$ cat config.mk
export PLATFORM = sky130hd
export DESIGN_NAME = ioc_cell
export DESIGN_NICKNAME = d
export VERILOG_FILES = /design/src/ioc_pkg.sv /design/src/ioc_if.sv /design/src/ioc_cell.sv /design/src/ioc_gearbox.sv /design/src/ioc_pair_buffer.sv
export SDC_FILE = /design/constraint.sdc
export NUM_CORES = 1
export LEC_CHECK = 0
export BUFFER_PORTS_ARGS = -buffer_cell sky130_fd_sc_hd__clkbuf_2
export CAP_MARGIN = 10
export CORE_MARGIN = 4
export CORE_UTILIZATION = 30
export DETAILED_ROUTE_END_ITERATION = 7
export PLACE_DENSITY = 0.57
export SETUP_SLACK_MARGIN = 0.5
export SYNTH_ARGS = -nofsm -noshare
export SYNTH_HDL_FRONTEND = slang
export SYNTH_SLANG_ARGS = --single-unit
$ cat constraint.sdc
create_clock -name pclk -period 3.77 [get_ports pclk]
set_input_delay 1.131 -clock pclk [delete_from_list [all_inputs] [get_ports pclk]]
set_output_delay 1.131 -clock pclk [all_outputs]
set_load 0.005 [all_outputs]
$ cat src/ioc_pkg.sv
package ioc_pkg;
  // register byte addresses on the apb side
  localparam logic [11:0] ADDR_CTRL = 12'h000;
  localparam logic [11:0] ADDR_STATUS = 12'h004;
  localparam logic [11:0] ADDR_GEAR = 12'h008;
  // control register fields
  localparam int CTRL_DDR = 0;
  localparam int CTRL_DLY_LO = 1;
  localparam int CTRL_GBX_LO = 3;
  localparam int CTRL_GBX_EN = 5;
  localparam logic [31:0] CTRL_MASK = 32'h0000003F;
  localparam logic [31:0] CTRL_RESET = 32'h00000000;
  // status and gear register fields
  localparam int STAT_POL = 0;
  localparam int STAT_PST_LO = 1;
  localparam int STAT_OE = 3;
  localparam int STAT_VALID = 4;
  localparam int STAT_RISE = 5;
  localparam int STAT_FALL = 6;
  localparam int GEAR_VALID = 8;
  // delay line and timing
  localparam int DLY_FIXED_CYC = 2;
  localparam int DLY_TAPS = 32;
  localparam logic INIT_DEFAULT = 1'b0;
  localparam logic [3:0] LEN_DESER7 = 4'h7;
  localparam logic [3:0] LEN_QUAD = 4'h8;
  localparam logic [3:0] LEN_DUAL4 = 4'h4;

  typedef enum logic [1:0] {DLY_NONE = 2'b00, DLY_FIXED = 2'b01, DLY_DYNAMIC = 2'b10} ioc_dly_t;
  typedef enum logic [1:0] {GBX_DESER7 = 2'b00, GBX_QUAD = 2'b01, GBX_DUAL4 = 2'b10} ioc_gbx_t;
  typedef enum logic [1:0] {POL_IDLE = 2'b00, POL_PREAMBLE = 2'b01, POL_LOCKED = 2'b10} ioc_pol_t;
endpackage : ioc_pkg

$ cat src/ioc_if.sv
// captured pairs travelling through the elastic buffer
interface ioc_stream_if #(parameter int W = 2);
  logic valid;
  logic ready;
  logic [W-1:0] data;
  modport src (output valid, output data, input ready);
  modport snk (input valid, input data, output ready);
endinterface : ioc_stream_if

// serial bits in, parallel words out of the gearbox
interface ioc_gear_if;
  logic bit_a;
  logic bit_c;
  logic enable;
  logic align;
  ioc_pkg::ioc_gbx_t mode;
  logic [7:0] word;
  logic word_valid;
  modport host (output bit_a, output bit_c, output enable, output align, output mode,
                input word, input word_valid);
  modport gear (input bit_a, input bit_c, input enable, input align, input mode,
                output word, output word_valid);
endinterface : ioc_gear_if

$ cat src/ioc_cell.sv
// How it works
// - the raw pad level goes straight to the core as a combinational input and as a clock, past every delay and flop.
// - an input delay can be a fixed tap, or on bottom-edge cells a tap picked at run time by a five-bit select.
// - in single-rate mode the pad data lands in one register on the system clock.
// - in dual-rate mode the pad is sampled on both clock edges by two registers, giving two streams.
// - the first captured output shows the rising sample, the second the falling sample or, single-rate, the registered input.
// - single-rate output enable from the core is held in one flop that drives the pad enable.
// - in memory mode a right-edge cell re-registers that enable on the shifted write strobe and uses it instead.
// - only right-edge cells listen to the shifted strobes and the read polarity; other cells ignore them.
// - on right-edge cells in dual-rate memory mode the read polarity picks which clock edge feeds the synchronising register.
// - cell registers start from a configured set or clear value and leave reset holding it.
// - bottom-edge cells carry an eight-wide gearbox working as 1:7, one 1:8, or two 1:4.
// - 1:7 words sit on bits 6..0, 1:8 words on 7..0, and each 1:4 word on its own half.
// - read polarity is found at the first rising strobe edge after the low preamble.
module ioc_cell #(
  parameter bit RIGHT_EDGE = 1'b1,               // memory strobe support present
  parameter bit BOTTOM_EDGE = 1'b1,              // gearbox and dynamic delay present
  parameter bit INIT_SET = ioc_pkg::INIT_DEFAULT // configured initial value
) (
  input wire logic pclk,                         // system clock, 100 MHz
  input wire logic presetn,                      // async reset, active low
  input wire logic psel,                         // apb select
  input wire logic penable,                      // apb access phase
  input wire logic pwrite,                       // apb direction
  input wire logic [11:0] paddr,                 // apb byte address
  input wire logic [31:0] pwdata,                // apb write data
  output logic [31:0] prdata,                    // apb read data
  output logic pready,                           // apb ready
  output logic pslverr,                          // apb error on unmapped address
  input wire logic pad_in,                       // pad input level
  input wire logic pad_pair_in,                  // partner pad of the pair
  output logic pad_out,                          // pad output level
  output logic buffer_output_enable,             // pad drive enable, high drives
  output logic bypass_comb_input,                // raw pad to core
  output logic bypass_clock_input,               // raw pad as clock
  input wire logic core_out_data_first,          // core data, both rates
  input wire logic core_out_data_second,         // core data, dual rate only
  input wire logic core_output_enable,           // core output enable
  input wire logic memory_mode_enable_in,        // memory mode select
  input wire logic clock_enable,                 // cell register enable
  input wire logic local_set_reset,              // force initial value
  input wire logic [4:0] dynamic_delay_select,   // run-time delay tap
  input wire logic strobe_read_clock_shifted,    // shifted read strobe
  input wire logic strobe_write_clock_shifted,   // shifted write strobe
  output logic read_polarity_select,             // found read polarity
  output logic rise_capture_out,                 // first captured output
  output logic fall_capture_out,                 // second captured output
  output logic capture_valid,                    // pair available
  input wire logic capture_ready,                // core takes the pair
  input wire logic word_align_request,           // gearbox slip request
  output logic [7:0] gear_word,                  // gearbox parallel word
  output logic gear_word_valid                   // one-cycle word strobe
);
  typedef struct packed {
    logic [31:0] ctrl;
    logic [31:0] rdata;
    logic s1, s2, p1, p2;
    logic r1, r2, r3;
    logic w1, w2, w3;
    logic [ioc_pkg::DLY_TAPS-1:0] line;
    logic rise_hold;
    logic oe_reg;
    logic mem_oe;
    logic pad_q;
    logic phase;
    logic pol;
    ioc_pkg::ioc_pol_t pst;
  } ioc_cell_st_t;

  typedef struct packed {
    logic n1;
    logic n2;
  } ioc_neg_st_t;

  ioc_cell_st_t st;
  ioc_cell_st_t next_st;
  ioc_neg_st_t ng;
  ioc_neg_st_t next_ng;
  logic dbit;
  logic ddr;
  logic mem_sel;
  logic hold_ok;
  logic wr_rise;
  logic rd_rise;
  logic sel_rise;
  logic sel_fall;
  ioc_pkg::ioc_dly_t dly_mode;
  ioc_stream_if #(.W(2)) cap_if ();
  ioc_stream_if #(.W(2)) core_if ();
  ioc_gear_if gear_if ();

  function automatic logic addr_ok(input logic [11:0] a);
    addr_ok = (a == ioc_pkg::ADDR_CTRL) || (a == ioc_pkg::ADDR_STATUS) || (a == ioc_pkg::ADDR_GEAR);
  endfunction : addr_ok

  // bypass path skips every flop, so it carries pad glitches too
  assign bypass_comb_input = pad_in;
  assign bypass_clock_input = pad_in;

  // decoded control
  assign ddr = st.ctrl[ioc_pkg::CTRL_DDR];
  assign dly_mode = ioc_pkg::ioc_dly_t'(st.ctrl[ioc_pkg::CTRL_DLY_LO +: 2]);
  assign mem_sel = RIGHT_EDGE && memory_mode_enable_in;
  assign hold_ok = clock_enable && !local_set_reset;
  assign wr_rise = RIGHT_EDGE && st.w2 && !st.w3;
  assign rd_rise = RIGHT_EDGE && st.r2 && !st.r3;

  // delay select: none, fixed tap, or a run-time tap on bottom cells
  always_comb begin
    case (dly_mode)
      ioc_pkg::DLY_FIXED: dbit = st.line[ioc_pkg::DLY_FIXED_CYC-1];
      ioc_pkg::DLY_DYNAMIC: dbit = BOTTOM_EDGE ? st.line[dynamic_delay_select] : st.s2;
      default: dbit = st.s2;
    endcase
  end

  // locked read polarity swaps which edge feeds the synchroniser
  always_comb begin
    if (mem_sel && st.pol) begin
      sel_rise = ng.n2;
      sel_fall = st.rise_hold;
    end else begin
      sel_rise = st.rise_hold;
      sel_fall = ng.n2;
    end
  end

  // pairs enter the buffer every clock-enabled cycle without local set/reset; full buffer stalls capture
  assign cap_if.valid = hold_ok;
  assign cap_if.data = ddr ? {sel_rise, sel_fall} : {st.rise_hold, st.rise_hold};

  ioc_pair_buffer #(.W(2)) u_buffer (
    .pclk(pclk),
    .presetn(presetn),
    .fill(cap_if),
    .drain(core_if)
  );

  assign rise_capture_out = core_if.data[1];
  assign fall_capture_out = core_if.data[0];
  assign capture_valid = core_if.valid;
  assign core_if.ready = capture_ready;

  // gearbox fed from the delayed bit and the partner pad
  assign gear_if.bit_a = dbit;
  assign gear_if.bit_c = st.p2;
  assign gear_if.enable = BOTTOM_EDGE && st.ctrl[ioc_pkg::CTRL_GBX_EN];
  assign gear_if.align = word_align_request;
  assign gear_if.mode = ioc_pkg::ioc_gbx_t'(st.ctrl[ioc_pkg::CTRL_GBX_LO +: 2]);
  assign gear_word = gear_if.word;
  assign gear_word_valid = gear_if.word_valid;

  ioc_gearbox u_gearbox (
    .pclk(pclk),
    .presetn(presetn),
    .gp(gear_if)
  );

  // pad side and apb answers
  assign pad_out = st.pad_q;
  assign buffer_output_enable = mem_sel ? st.mem_oe : st.oe_reg;
  assign read_polarity_select = st.pol;
  assign prdata = st.rdata;
  assign pready = 1'b1;
  assign pslverr = psel && penable && !addr_ok(paddr);

  // falling-edge sampler; its first flop feeds only the second
  always_comb begin
    next_ng.n1 = pad_in;
    next_ng.n2 = ng.n1;
  end

  always_ff @(negedge pclk or negedge presetn) begin
    if (!presetn) begin
      ng <= {INIT_SET, INIT_SET};
    end else begin
      ng <= next_ng;
    end
  end

  // rising-edge state of the cell
  always_comb begin
    next_st = st;
    // pin synchronisers
    next_st.s1 = pad_in;
    next_st.s2 = st.s1;
    next_st.p1 = pad_pair_in;
    next_st.p2 = st.p1;
    next_st.r1 = strobe_read_clock_shifted;
    next_st.r2 = st.r1;
    next_st.r3 = st.r2;
    next_st.w1 = strobe_write_clock_shifted;
    next_st.w2 = st.w1;
    next_st.w3 = st.w2;
    // delay line runs freely so a tap change sees settled data
    next_st.line = {st.line[ioc_pkg::DLY_TAPS-2:0], st.s2};
    next_st.phase = ~st.phase;
    // apb: read data latched in setup, write taken in access
    if (psel && !penable) begin
      case (paddr)
        ioc_pkg::ADDR_CTRL: next_st.rdata = st.ctrl;
        ioc_pkg::ADDR_STATUS: begin
          next_st.rdata = 32'h00000000;
          next_st.rdata[ioc_pkg::STAT_POL] = st.pol;
          next_st.rdata[ioc_pkg::STAT_PST_LO +: 2] = st.pst;
          next_st.rdata[ioc_pkg::STAT_OE] = buffer_output_enable;
          next_st.rdata[ioc_pkg::STAT_VALID] = core_if.valid;
          next_st.rdata[ioc_pkg::STAT_RISE] = core_if.data[1];
          next_st.rdata[ioc_pkg::STAT_FALL] = core_if.data[0];
        end
        ioc_pkg::ADDR_GEAR: next_st.rdata = {23'h000000, gear_if.word_valid, gear_if.word};
        default: next_st.rdata = 32'h00000000;
      endcase
    end
    if (psel && penable && pwrite && paddr == ioc_pkg::ADDR_CTRL) begin
      next_st.ctrl = pwdata & ioc_pkg::CTRL_MASK;
    end
    // cell registers: set/reset wins, clock enable low holds
    if (local_set_reset) begin
      next_st.rise_hold = INIT_SET;
      next_st.oe_reg = INIT_SET;
      next_st.mem_oe = INIT_SET;
      next_st.pad_q = INIT_SET;
    end else if (clock_enable) begin
      if (cap_if.ready) begin
        next_st.rise_hold = dbit;
      end
      next_st.oe_reg = core_output_enable;
      if (wr_rise) begin
        next_st.mem_oe = st.oe_reg;
      end
      // second data word only used in dual-rate, on the odd phase
      next_st.pad_q = (ddr && st.phase) ? core_out_data_second : core_out_data_first;
    end
    // read polarity search, restarted whenever memory mode drops
    case (st.pst)
      ioc_pkg::POL_IDLE: begin
        if (mem_sel && !st.r2) begin
          next_st.pst = ioc_pkg::POL_PREAMBLE;
        end
      end
      ioc_pkg::POL_PREAMBLE: begin
        if (!mem_sel) begin
          next_st.pst = ioc_pkg::POL_IDLE;
        end else if (rd_rise) begin
          next_st.pst = ioc_pkg::POL_LOCKED;
          next_st.pol = st.phase;
        end
      end
      ioc_pkg::POL_LOCKED: begin
        if (!mem_sel) begin
          next_st.pst = ioc_pkg::POL_IDLE;
        end
      end
      default: next_st.pst = ioc_pkg::POL_IDLE;
    endcase
  end

  always_ff @(posedge pclk or negedge presetn) begin
    if (!presetn) begin
      st <= '0;
      st.ctrl <= ioc_pkg::CTRL_RESET;
      st.rise_hold <= INIT_SET;
      st.oe_reg <= INIT_SET;
      st.mem_oe <= INIT_SET;
      st.pad_q <= INIT_SET;
      st.pst <= ioc_pkg::POL_IDLE;
      // strobes idle at their pull-up level; a zero here would fake a rise and a lock
      {st.r1, st.r2, st.r3, st.w1, st.w2, st.w3} <= 6'h3F;
    end else begin
      st <= next_st;
    end
  end

  // the release edge itself still resets the flop, so it is left out
  property p_oe_follows_core;
    @(posedge pclk) disable iff (!presetn)
    presetn && hold_ok |=> st.oe_reg == $past(core_output_enable);
  endproperty
  a_oe_follows_core: assert property (p_oe_follows_core)
    else $error("enable flop missed the core enable");

  property p_set_reset_init;
    @(posedge pclk) disable iff (!presetn)
    local_set_reset |=> st.oe_reg == INIT_SET && st.rise_hold == INIT_SET && pad_out == INIT_SET;
  endproperty
  a_set_reset_init: assert property (p_set_reset_init)
    else $error("set/reset did not force the initial value");

  property p_ce_low_holds;
    @(posedge pclk) disable iff (!presetn)
    !clock_enable && !local_set_reset |=> $stable(st.oe_reg) && $stable(st.rise_hold) && $stable(pad_out);
  endproperty
  a_ce_low_holds: assert property (p_ce_low_holds)
    else $error("cell register moved with clock enable low");

  property p_sdr_pair_same;
    @(posedge pclk) disable iff (!presetn)
    cap_if.valid && cap_if.ready && !ddr |-> cap_if.data[1] == cap_if.data[0];
  endproperty
  a_sdr_pair_same: assert property (p_sdr_pair_same)
    else $error("single-rate pair halves differ");

  property p_fixed_delay;
    @(posedge pclk) disable iff (!presetn)
    dly_mode == ioc_pkg::DLY_FIXED |-> dbit == $past(st.s2, ioc_pkg::DLY_FIXED_CYC);
  endproperty
  a_fixed_delay: assert property (p_fixed_delay)
    else $error("fixed delay tap off");

  property p_mem_oe_strobe_only;
    @(posedge pclk) disable iff (!presetn)
    !wr_rise && !local_set_reset |=> $stable(st.mem_oe);
  endproperty
  a_mem_oe_strobe_only: assert property (p_mem_oe_strobe_only)
    else $error("memory enable moved without a write strobe edge");

  property p_preamble_lock;
    @(posedge pclk) disable iff (!presetn)
    st.pst == ioc_pkg::POL_PREAMBLE && mem_sel && rd_rise |=> st.pst == ioc_pkg::POL_LOCKED && st.pol == $past(st.phase);
  endproperty
  a_preamble_lock: assert property (p_preamble_lock)
    else $error("polarity not locked on first strobe rise");

  property p_other_edge_quiet;
    @(posedge pclk) disable iff (!presetn)
    !RIGHT_EDGE |-> st.pst == ioc_pkg::POL_IDLE && buffer_output_enable == st.oe_reg;
  endproperty
  a_other_edge_quiet: assert property (p_other_edge_quiet)
    else $error("strobe logic active on a non-right cell");
endmodule : ioc_cell

$ cat src/ioc_gearbox.sv
module ioc_gearbox (
  input wire logic pclk,      // system clock
  input wire logic presetn,   // async reset, active low
  ioc_gear_if.gear gp         // serial in, words out
);
  typedef struct packed {
    logic [7:0] sh_a;
    logic [3:0] sh_c;
    logic [3:0] cnt;
    logic [7:0] word;
    logic valid;
  } ioc_gear_t;

  ioc_gear_t st;
  ioc_gear_t next_st;

  function automatic logic [3:0] word_len(input ioc_pkg::ioc_gbx_t m);
    case (m)
      ioc_pkg::GBX_QUAD: word_len = ioc_pkg::LEN_QUAD;
      ioc_pkg::GBX_DUAL4: word_len = ioc_pkg::LEN_DUAL4;
      default: word_len = ioc_pkg::LEN_DESER7;
    endcase
  endfunction : word_len

  assign gp.word = st.word;
  assign gp.word_valid = st.valid;

  // align holds the count for every cycle it is high, slipping the word boundary one bit per cycle
  always_comb begin
    next_st = st;
    next_st.valid = 1'b0;
    if (gp.enable) begin
      next_st.sh_a = {st.sh_a[6:0], gp.bit_a};
      next_st.sh_c = {st.sh_c[2:0], gp.bit_c};
      if (!gp.align) begin
        next_st.cnt = 4'(st.cnt + 4'h1);
      end
      if (!gp.align && next_st.cnt >= word_len(gp.mode)) begin
        next_st.cnt = 4'h0;
        next_st.valid = 1'b1;
        case (gp.mode)
          ioc_pkg::GBX_QUAD: next_st.word = next_st.sh_a;
          ioc_pkg::GBX_DUAL4: next_st.word = {next_st.sh_a[3:0], next_st.sh_c};
          default: next_st.word = {1'b0, next_st.sh_a[6:0]};
        endcase
      end
    end else begin
      next_st.cnt = 4'h0;
    end
  end

  always_ff @(posedge pclk or negedge presetn) begin
    if (!presetn) begin
      st <= '0;
    end else begin
      st <= next_st;
    end
  end

  property p_deser7_top_clear;
    @(posedge pclk) disable iff (!presetn)
    gp.word_valid && $past(gp.mode) == ioc_pkg::GBX_DESER7 |-> gp.word[7] == 1'b0;
  endproperty
  a_deser7_top_clear: assert property (p_deser7_top_clear)
    else $error("seven-bit word has bit 7 set");

  property p_word_spacing;
    @(posedge pclk) disable iff (!presetn)
    gp.word_valid |=> !gp.word_valid [*3];
  endproperty
  a_word_spacing: assert property (p_word_spacing)
    else $error("gearbox words closer than four bits");
endmodule : ioc_gearbox

$ cat src/ioc_pair_buffer.sv
module ioc_pair_buffer #(
  parameter int W = 2
) (
  input wire logic pclk,      // system clock
  input wire logic presetn,   // async reset, active low
  ioc_stream_if.snk fill,     // from the capture stage
  ioc_stream_if.src drain     // to the core
);
  typedef struct packed {
    logic [1:0][W-1:0] mem;
    logic wp;
    logic rp;
    logic [1:0] cnt;
  } ioc_buf_t;

  ioc_buf_t st;
  ioc_buf_t next_st;
  logic push;
  logic pop;

  // honest flags; full stalls the capture stage upstream
  assign fill.ready = (st.cnt != 2'h2);
  assign drain.valid = (st.cnt != 2'h0);
  assign drain.data = st.mem[st.rp];
  assign push = fill.valid && fill.ready;
  assign pop = drain.valid && drain.ready;

  // two entries let a one-cycle stall pass without a bubble
  always_comb begin
    next_st = st;
    if (push) begin
      next_st.mem[st.wp] = fill.data;
      next_st.wp = ~st.wp;
    end
    if (pop) begin
      next_st.rp = ~st.rp;
    end
    next_st.cnt = 2'(st.cnt + {1'b0, push} - {1'b0, pop});
  end

  always_ff @(posedge pclk or negedge presetn) begin
    if (!presetn) begin
      st <= '0;
    end else begin
      st <= next_st;
    end
  end
endmodule : ioc_pair_buffer

=== After elaboration in Yosys (flattened, before gate mapping) ===
Cells that the tools add are included.
Widths: inputs -> output; s select.

* Bits in registers: 121
* Bits of input ports: 66
* Output and inout bits: 51
* Logic and storage cells: 121

* Add/sub/neg operators: 3
* $lt $le $gt $ge: 5
* Eq/ne operators: 12
* Mux-type cells: 31
* Bitwise operators: 3
* Reduce and logical (&&, ||, !) cells: 35

{| class="wikitable"
|+ Operators with widths
! operator !! count
|-
| $pmux 9 s3 || 1
|-
| $mux 4 || 6
|-
| $mux 2 || 8
|-
| $pmux 8 s2 || 1
|-
| $logic_and 1x1->1 || 15
|-
| $mux 13 || 1
|-
| $eq 12x3->1 const B || 1
|-
| $eq 12x4->1 const B || 1
|-
| $logic_not 12->1 || 1
|-
| $mux 1 || 8
|-
| $pmux 4 s2 || 1
|-
| $reduce_bool 2->1 || 4
|-
| $logic_not 1->1 || 7
|-
| $eq 2x1->1 const B || 3
|-
| $eq 2x2->1 const B || 3
|-
| $lt 5x6->1 const B || 1
|-
| $ne 2x2->1 const B || 3
|-
| $pmux 2 s3 || 1
|-
| $reduce_and 2->1 || 3
|-
| $reduce_and 3->1 || 2
|-
| $bmux 1 s5 || 1
|-
| $add 4x1->4 const B || 1
|-
| $bwmux 4 || 1
|-
| $ge 4x4->1 || 1
|-
| other kinds (10) || 14
|}

=== Logic depth before layout (Yosys ltp) ===
Gate-level depths: netlist (run 1).

* Word-level depth: 7
* Depth in mapped cells: 10

=== By module ===
A second synthesis (run 1) with hierarchy kept.

* Cell total of the unflattened synthesis: 351
* Area, all modules: 4519.3 µm²

{| class="wikitable"
|+ Modules (own cells, without submodules)
! module !! times used !! cells an instance !! area an instance (µm²)
|-
| ioc_cell || 1 || 226 || 2897.8
|-
| ioc_gearbox || 1 || 93 || 1208.7
|-
| ioc_pair_buffer || 1 || 32 || 412.9
|}

==> results.yml, run 1 <==
drt:
  routed_via_density: 4.44
  drt-pass1-iter-count: 4
  drc: 0
  antenna_left: 0
  drt-wirelength-per-cell_um: 14.4
  routed_wl_mm: 8.68
  drt_iter0_markers: 118
  vias: 2682
worst_setup_path:
  cp-end-kind: "primary output"
  cp-start-kind: "input pin"
  cp.required_ns: 2.64
  critPathKind: "input pin to primary output"
  cp.arrival_ns: 2.00
  path_max_fanout: 3
global_routing:
  grt.overflow.total: 0
  antenna_found_initial: 0
  grt_pass1_vias: 2850
  grt_start_max_net_pins: 70
  grtUsageTotal: 0.110
  grt_first_pass_wirelength_mm: 14.4
power_and_ir_drop:
  p_leak_nw: 2.43
  total_power_mw: 2.40
  power.density_nw_per_um2: 477
  vdd_drop_max_mv: 0.243
cts:
  cts_root_buf: "clkbuf_16"
  cts_inserted_buffers: 9
  clk_pin_slew_ns: 0.05
  cts_sinks: 98
  worstSkewPairLatency_ns: 0.34
  cts_buffer_depth: 2
  h-tree-depth: 3
  cts_tree: "done"
timing:
  setup_tns_ns: 0
  fmax_mhz: 320
  setup_viol: 0
  rsz0062_at_grt: "false"
  fin_ws_ns: 0.643
  hold_viol_final: 0
  drv_slew: 0
  finClkSkew_ns: 0.00673
  finalCritPeriodShare: 0.829
  slew_headroom: 0.432
  layout_min_cycle_time_ns: 3.13
  tightest_slew_ns: 0.852
placed_design:
  portBuffers: 66
  place_congestion: 0.777
  hpwlAfterDp_mm: 6.59
  post-place-ws_ns: 0.444
  postPlaceCellArea_um2: 4690
floorplanning:
  die_area_um2: 16800
  io_pins: 117
  dieWidth_um: 130
  core_area_um2: 14500
  rows: 44
  die_h_um: 130
  start_util: 0.305
yosys:
  synth-edff-count: 0
  dominantRegCellSynth: "dfrtp_1"
  syn_area_um2: 4440
  synthesis.area_per_instance_um2: 12.1
  ys_seq_elements: 98
  synth-seq-area-share: 0.554
  synthDistinctLibCells: 47
  async_flop_share: 1.00
  synth_cells: 368
  yosysWarnings: 0
finish:
  drive_above_1_share: 0.300
  postLayoutCoreUtil: 0.345
  final_area_um2: 5020
  mostFrequentLayoutCell: "dfrtp_1"
  final_cell_mix: "dfrtp_1 (90), clkbuf_2 (65), nand2_1 (32)"
  antenna_cells: 0
  finalNetCount: 492
  area_delta_synth_final_pct: 13.1
run:
  drv_cap: 0
worst_hold_path:
  hold_path.class: "register to register"
status:
  outcome: "completed"
[sequential cells by signal (all words and copies together), names as in the netlist, 2 cells and up]
signal,flops
next_st,38
u_gearbox.st,14
prdata,9
st,9
u_buffer.st,8
u_gearbox.gp.word,8
dly_mode,2
gear_if.mode,2
[report_power, final]
part | switching (mW) | internal, mW | total (mW)
Sequential | 0.0486 | 1.13 | 1.18
Combinational | 0.146 | 0.135 | 0.280
Clock | 0.397 | 0.539 | 0.936
[path summary, 6_finish.rpt]
kind | startpoint | to | slack (ns) | cells past startpoint
max | paddr[11] | pslverr | 0.64 | 6
min | next_ng[0] | ng[0] | 0.30 | 0
max reg2reg | ng[0] | u_buffer.st[4] | 0.89 | 2
min reg2reg | next_ng[0] | ng[0] | 0.30 | 0
max in group asynchronous | presetn | next_ng[0] | 0.99 | 1
min in group asynchronous | presetn | dly_mode[0] | 0.71 | 1
[final cells by class]
type | instances | area [um^2]
Sequential cell | 98 | 2460
Tap cell | 184 | 230
Inverter | 15 | 56.3
Fill cell | 1447 | 9520
Clock inverter | 6 | 72.6
Multi-Input combinational cell | 222 | 1610
Timing Repair Buffer | 69 | 355
Clock buffer | 10 | 239
[per-layer routing]
layer,vias up,GRT usage,share of wire
met5,-,0,0
met4,0,0.0452,0.018
met3,12,0.0293,0.050
met2,65,0.176,0.47
met1,1318,0.143,0.46
li1,1287,-,-
[critical path, cell delays in order]
cell and delay, ns:
clkbuf_2 0.08, nor4_1 0.26, nand3_1 0.16, a21oi_1 0.19, nor2_1 0.07, clkbuf_2 0.11
[stage by stage]
step                hold WS, ns  std cells
global route              0.309        604
floorplan                 0.292        390
finish                    0.301        604
CTS                       0.304        602
detailed placement        0.304        586
global placement          0.299        586
[what timing repair did]
item	4_1_cts	5_1_grt
endpoints found under the setup margin	0	1
gates resized for setup	0	1
setup buffers	0	2
hold buffers	0	0
[cell families (layout without fill, tap and decap cells)]
family,Yosys count,count (layout),synth area share
adders and majority gates,11,11,0.0310
muxes,51,51,0.138
xor gates and xnor gates,7,7,0.0138
buffers and inverters,70,100,0.104
other,2,24,0.00169
AOI/OAI and AO/OA,49,49,0.0699
DFF,98,98,0.554
and+or+nand+nor,80,80,0.0869
[synth_stat cells, types with 2 or more instances]
cell type,instances,area share
nor2_1,16,0.014
nand2_1,32,0.027
a2bb2oi_1,3,0.0059
nor4_1,2,0.0028
buf_1,2,0.0017
nor3_1,6,0.0068
xnor2_1,4,0.0079
and3b_1,3,0.0059
nand3_1,3,0.0034
buf_4,45,0.076
mux2i_1,22,0.050
a21oi_1,12,0.014
clkbuf_1,5,0.0042
conb_1,2,0.0017
ha_1,11,0.031
o21a_1,2,0.0034
o21ai_0,16,0.018
a22oi_1,8,0.014
dfrtp_1,90,0.51
o21ai_1,2,0.0023
mux2_4,3,0.010
mux4_2,5,0.025
xor2_1,3,0.0059
and2_1,2,0.0028
nand3b_1,2,0.0034
mux2_2,21,0.053
inv_1,15,0.013
dfstp_2,6,0.036
nor2b_1,5,0.0071
nand2b_1,2,0.0028
dfrtn_1,2,0.011
Note: power is estimated with default switching activity, not from simulation.
==> run 2, diff against run 1 <==
==> constraint.sdc (replaced) <==
create_clock -name pclk -period 2.9 [get_ports pclk]
set_input_delay 0.87 -clock pclk [delete_from_list [all_inputs] [get_ports pclk]]
set_output_delay 0.87 -clock pclk [all_outputs]
set_load 0.005 [all_outputs]
==> results.yml, run 2 (synthesis gave the netlist of run 1 again) <==
status:
  outcome: "completed"
floorplanning:
  start_util: 0.305
  die_h_um: 130
  die_area_um2: 16800
  core_area_um2: 14500
  rows: 44
  dieWidth_um: 130
  io_pins: 117
finish:
  final_cell_mix: "dfrtp_1 (90), clkbuf_2 (63), nand2_1 (32)"
  seq_area_um2: 2460
  largest_reg_flops: 38
  mostFrequentLayoutCell: "dfrtp_1"
  drive_above_1_share: 0.343
  multiInputGateArea_um2: 1700
  area_delta_synth_final_pct: 17.9
  fillCellCount: 1441
  finalNetCount: 503
drt:
  routed_via_density: 4.40
  drc: 0
  routed_wl_mm: 9.13
  vias: 2712
  drt-wirelength-per-cell_um: 14.8
  drt-pass1-iter-count: 4
  antenna_left: 0
  drt_iter0_markers: 133
global_routing:
  busiest_layer: "met2"
  grt_pass1_vias: 2829
  grt_start_max_net_pins: 56
  grtUsageTotal: 0.114
  grt_use_met1: 0.146
  grt_util_met2: 0.185
  grt.overflow.total: 0
  antenna_found_initial: 0
  grt_use_met3: 0.0268
  grt_first_pass_wirelength_mm: 14.8
cts:
  cts_tree: "done"
  h-tree-depth: 3
  worstSkewPairLatency_ns: 0.34
  cts_buffer_depth: 2
  cts_inserted_buffers: 9
  cts_root_buf: "clkbuf_16"
  cts.hold.buffers_added: 0
  cts_sinks: 98
  clk_pin_slew_ns: 0.05
worst_setup_path:
  critPathKind: "input pin to primary output"
  path_cells: "clkbuf_2, nor4_2, nand3_2, a21oi_2, nor2_1, buf_2"
  crit_family: "simple AND/OR/NAND/NOR gates"
  cp_num_buf_inv: 2
  cp-end-kind: "primary output"
  slowest_stage: "nor4_2"
  regToRegStartpoint: "ng[0]"
  path_max_fanout: 3
  cp.required_ns: 2.03
  startpoint: "paddr[6]"
  cp.arrival_ns: 1.72
  slowest_delay_ns: 0.28
  cp-start-kind: "input pin"
  reg2reg_slack_ns: 0.45
timing:
  fmax_mhz: 386
  setup_tns_ns: 0
  rsz0062_at_grt: "true"
  hold_viol_final: 0
  slew_headroom: 0.530
  drv_slew: 0
  tightest_slew_ns: 0.705
  finClkSkew_ns: 0.00737
  layout_min_cycle_time_ns: 2.59
  worst_hold_slack_ns: 0.300
  finalCritPeriodShare: 0.894
  setup_viol: 0
power_and_ir_drop:
  p_leak_nw: 2.53
  vdd_drop_max_mv: 0.326
  power.density_nw_per_um2: 613
run:
  drv_cap: 0
placed_design:
  place_congestion: 0.813
  portBuffers: 66
  hpwlAfterDp_mm: 6.95
worst_hold_path:
  hold_path.class: "register to register"
  hp-start: "next_ng[0]"
==> run 2: changes by cell type in the layout (fill, tap and decap cells not counted), sizes merged <==
cell,change
buf,+13
bufinv,+1
clkinv,+1
clkinvlp,-2
diode,+1
inv,-2
==> run 2: final timing paths <==
check / endpoint / cells after the start
worst min register to register: ng[0] / 0
worst min-delay path: ng[0] / 0
worst max register to register: u_buffer.st[5] / 2
worst max-delay path: pslverr / 6
min in group asynchronous: next_st[32] / 2
max in group asynchronous: ng[0] / 1
==> run 2: cell type report <==
cell class,count,share of cell area
antenna,1,0.000479
clock buffer,12,0.0471
clock inverter,4,0.0146
inverter,15,0.0108
multi-input combinational,222,0.324
sequential,98,0.470
tap,184,0.0440
timing repair buffer,80,0.0881
==> run 2: routing by layer <==
metal | vias to the layer above | part of all wire | routed length [um]
met1 | 1322 | 0.44 | 3970
li1 | 1311 | - | -
met5 | - | 0 | 0
met3 | 16 | 0.052 | 472
met4 | 0 | 0.021 | 196
met2 | 63 | 0.49 | 4480
==> run 2: report_power, final <==
part           leakage, nW  internal (mW)  total [mW]  switching (mW)
sequential            1.21           1.47        1.53          0.0609
clock                0.153          0.782        1.29           0.506
combinational         1.16          0.192       0.388           0.196
total                 2.53           2.44        3.21           0.762
==> run 2: metrics by stage <==
step	utilization	worst slack [ns]	power (mW)	std cells	area, um^2
detailed placement	0.329	0.00465	1.94	595	4790
CTS	0.356	0.244	3.25	613	5170
finish	0.360	0.309	3.21	616	5230
global route	0.360	0.218	3.37	615	5230
floorplan	-	0.131	1.79	390	4540
global placement	0.329	0.0294	1.92	595	4790
==> run 2: timing repair <==
item,in CTS,in global routing
buffers inserted,2,2
gates resized for setup,12,9
pin swaps,8,4
endpoints found under the setup margin,14,13
==> run 3, diff against run 2 <==
--- a/config.mk
+++ b/config.mk
@@ -9,6 +9,7 @@
 export CAP_MARGIN = 10
 export CORE_MARGIN = 4
 export CORE_UTILIZATION = 30
+export CTS_BUF_LIST = sky130_fd_sc_hd__clkbuf_16
 export DETAILED_ROUTE_END_ITERATION = 7
 export PLACE_DENSITY = 0.57
 export SETUP_SLACK_MARGIN = 0.5
==> constraint.sdc (replaced) <==
create_clock -name pclk -period 3 [get_ports pclk]
set_input_delay 0.9 -clock pclk [delete_from_list [all_inputs] [get_ports pclk]]
set_output_delay 0.9 -clock pclk [all_outputs]
set_load 0.005 [all_outputs]
==> results.yml, run 3 (synthesis gave the netlist of run 1 again) <==
floorplanning:
  start_util: 0.305
  dieWidth_um: 130
  io_pins: 117
  die_area_um2: 16800
  rows: 44
  core_area_um2: 14500
  die_h_um: 130
power_and_ir_drop:
  power.density_nw_per_um2: 562
  swShare: 0.245
  pwr-share-seq: 0.498
  pwr-share-clk: 0.375
  p_int_mw: 2.25
  vdd_drop_max_mv: 0.279
  p_leak_nw: 2.58
  comb_power_share: 0.127
  p_sw_mw: 0.730
run:
  drv_cap: 0
drt:
  drt-pass1-iter-count: 4
  drt_iter0_markers: 161
  drt-wirelength-per-cell_um: 14.9
  drc: 0
  routed_wl_mm: 9.27
  routed_via_density: 4.45
  vias: 2765
  antenna_left: 0
finish:
  drive_above_1_share: 0.358
  antenna_cells: 0
  seq_area_um2: 2460
  fillCellCount: 1429
  finalNetCount: 510
  multiInputGateArea_um2: 1720
  largest_reg_flops: 38
  mostFrequentLayoutCell: "dfrtp_1"
  final_cell_mix: "dfrtp_1 (90), clkbuf_2 (64), nand2_1 (32)"
  area_delta_synth_final_pct: 19.4
  postLayoutCoreUtil: 0.365
worst_setup_path:
  cp.required_ns: 2.10
  path_max_fanout: 2
  path_common_cell: "clkbuf_2"
  cp-end-kind: "primary output"
  path_cells: "clkbuf_2, nor4_4, nand3_2, a21oi_2, nor2_1, clkbuf_2"
  cp-start-kind: "input pin"
  critPathKind: "input pin to primary output"
  slowest_stage: "nor4_4"
  cp.arrival_ns: 1.74
  slowest_delay_ns: 0.28
cts:
  cts_sinks: 98
  clk_pin_slew_ns: 0.05
  cts_root_buf: "clkbuf_16"
  cts_buffer_depth: 2
  cts_inserted_buffers: 9
  cts_tree: "done"
  cts.hold.buffers_added: 0
  worstSkewPairLatency_ns: 0.34
  h-tree-depth: 3
global_routing:
  grt_pass1_vias: 2837
  grtUsageTotal: 0.114
  grt_start_max_net_pins: 56
  grt_first_pass_wirelength_mm: 14.9
  antenna_found_initial: 0
  grt.overflow.total: 0
timing:
  fin_ws_ns: 0.363
  setup_tns_ns: 0
  hold_viol_final: 0
  layout_min_cycle_time_ns: 2.64
  setup_viol: 0
  slew_headroom: 0.549
  rsz0062_at_grt: "true"
  drv_slew: 0
  tightest_slew_ns: 0.677
  finalCritPeriodShare: 0.879
  fmax_mhz: 379
  finClkSkew_ns: 0.00737
placed_design:
  hpwlAfterDp_mm: 6.84
  portBuffers: 66
  post-place-ws_ns: 0.0615
  place_congestion: 0.777
worst_hold_path:
  hold_path.class: "register to register"
status:
  outcome: "completed"
## run 3: stage by stage
stage	hold slack, ns	power [mW]	cells	area (um^2)
after detailed placement	0.307	1.87	592	4760
final	0.305	2.98	622	5300
after floorplan	0.292	1.73	390	4540
after CTS	0.305	3.00	621	5180
after global routing	0.313	3.12	622	5300
after global placement	0.297	1.86	592	4760
## run 3: path summary, 6_finish.rpt
path | startpoint | to | slack, ns | depth (start not counted)
max | paddr[6] | pslverr | 0.36 | 6
min | next_ng[0] | ng[0] | 0.31 | 0
max reg2reg | ng[0] | u_buffer.st[7] | 0.50 | 2
min reg2reg | next_ng[0] | ng[0] | 0.31 | 0
max in group asynchronous | presetn | next_ng[0] | 1.14 | 1
min in group asynchronous | presetn | st[0] | 0.65 | 2
## run 3: area by class of cell
class                      instances  share of cell area
multi-input combinational        222               0.325
tap                              184              0.0434
clock inverter                     7              0.0116
sequential                        98               0.464
clock buffer                       9              0.0425
timing repair buffer              87               0.102
inverter                          15              0.0106
## run 3: critical path: cells and delay by family
family	cells	cell delay, ns
AND/OR/NAND/NOR	3	0.48
buffers and inverters	2	0.22
AO/OA/AOI/OAI	1	0.14
## run 3: metal layers
layer,vias up,share of wire,global-route usage
met1,1354,0.43,0.147
met2,71,0.49,0.184
met5,-,0,0
met3,16,0.065,0.0338
li1,1324,-,-
met4,0,0.017,0.0367
## run 3: power by group through the flow
stage / Combinational [mW] / Clock (mW) / Sequential (mW)
after floorplan: 0.245 / 0 / 1.49
final: 0.378 / 1.12 / 1.48
after global placement: 0.355 / 0 / 1.50
after detailed placement: 0.367 / 0 / 1.51
after CTS: 0.370 / 1.15 / 1.48
after global routing: 0.430 / 1.20 / 1.49
## run 3: what timing repair did
action	in CTS	in global routing
setup buffers	13	1
endpoints found under the setup margin	8	20
gates cloned	0	0
pin swaps	6	10
resized for setup	6	33
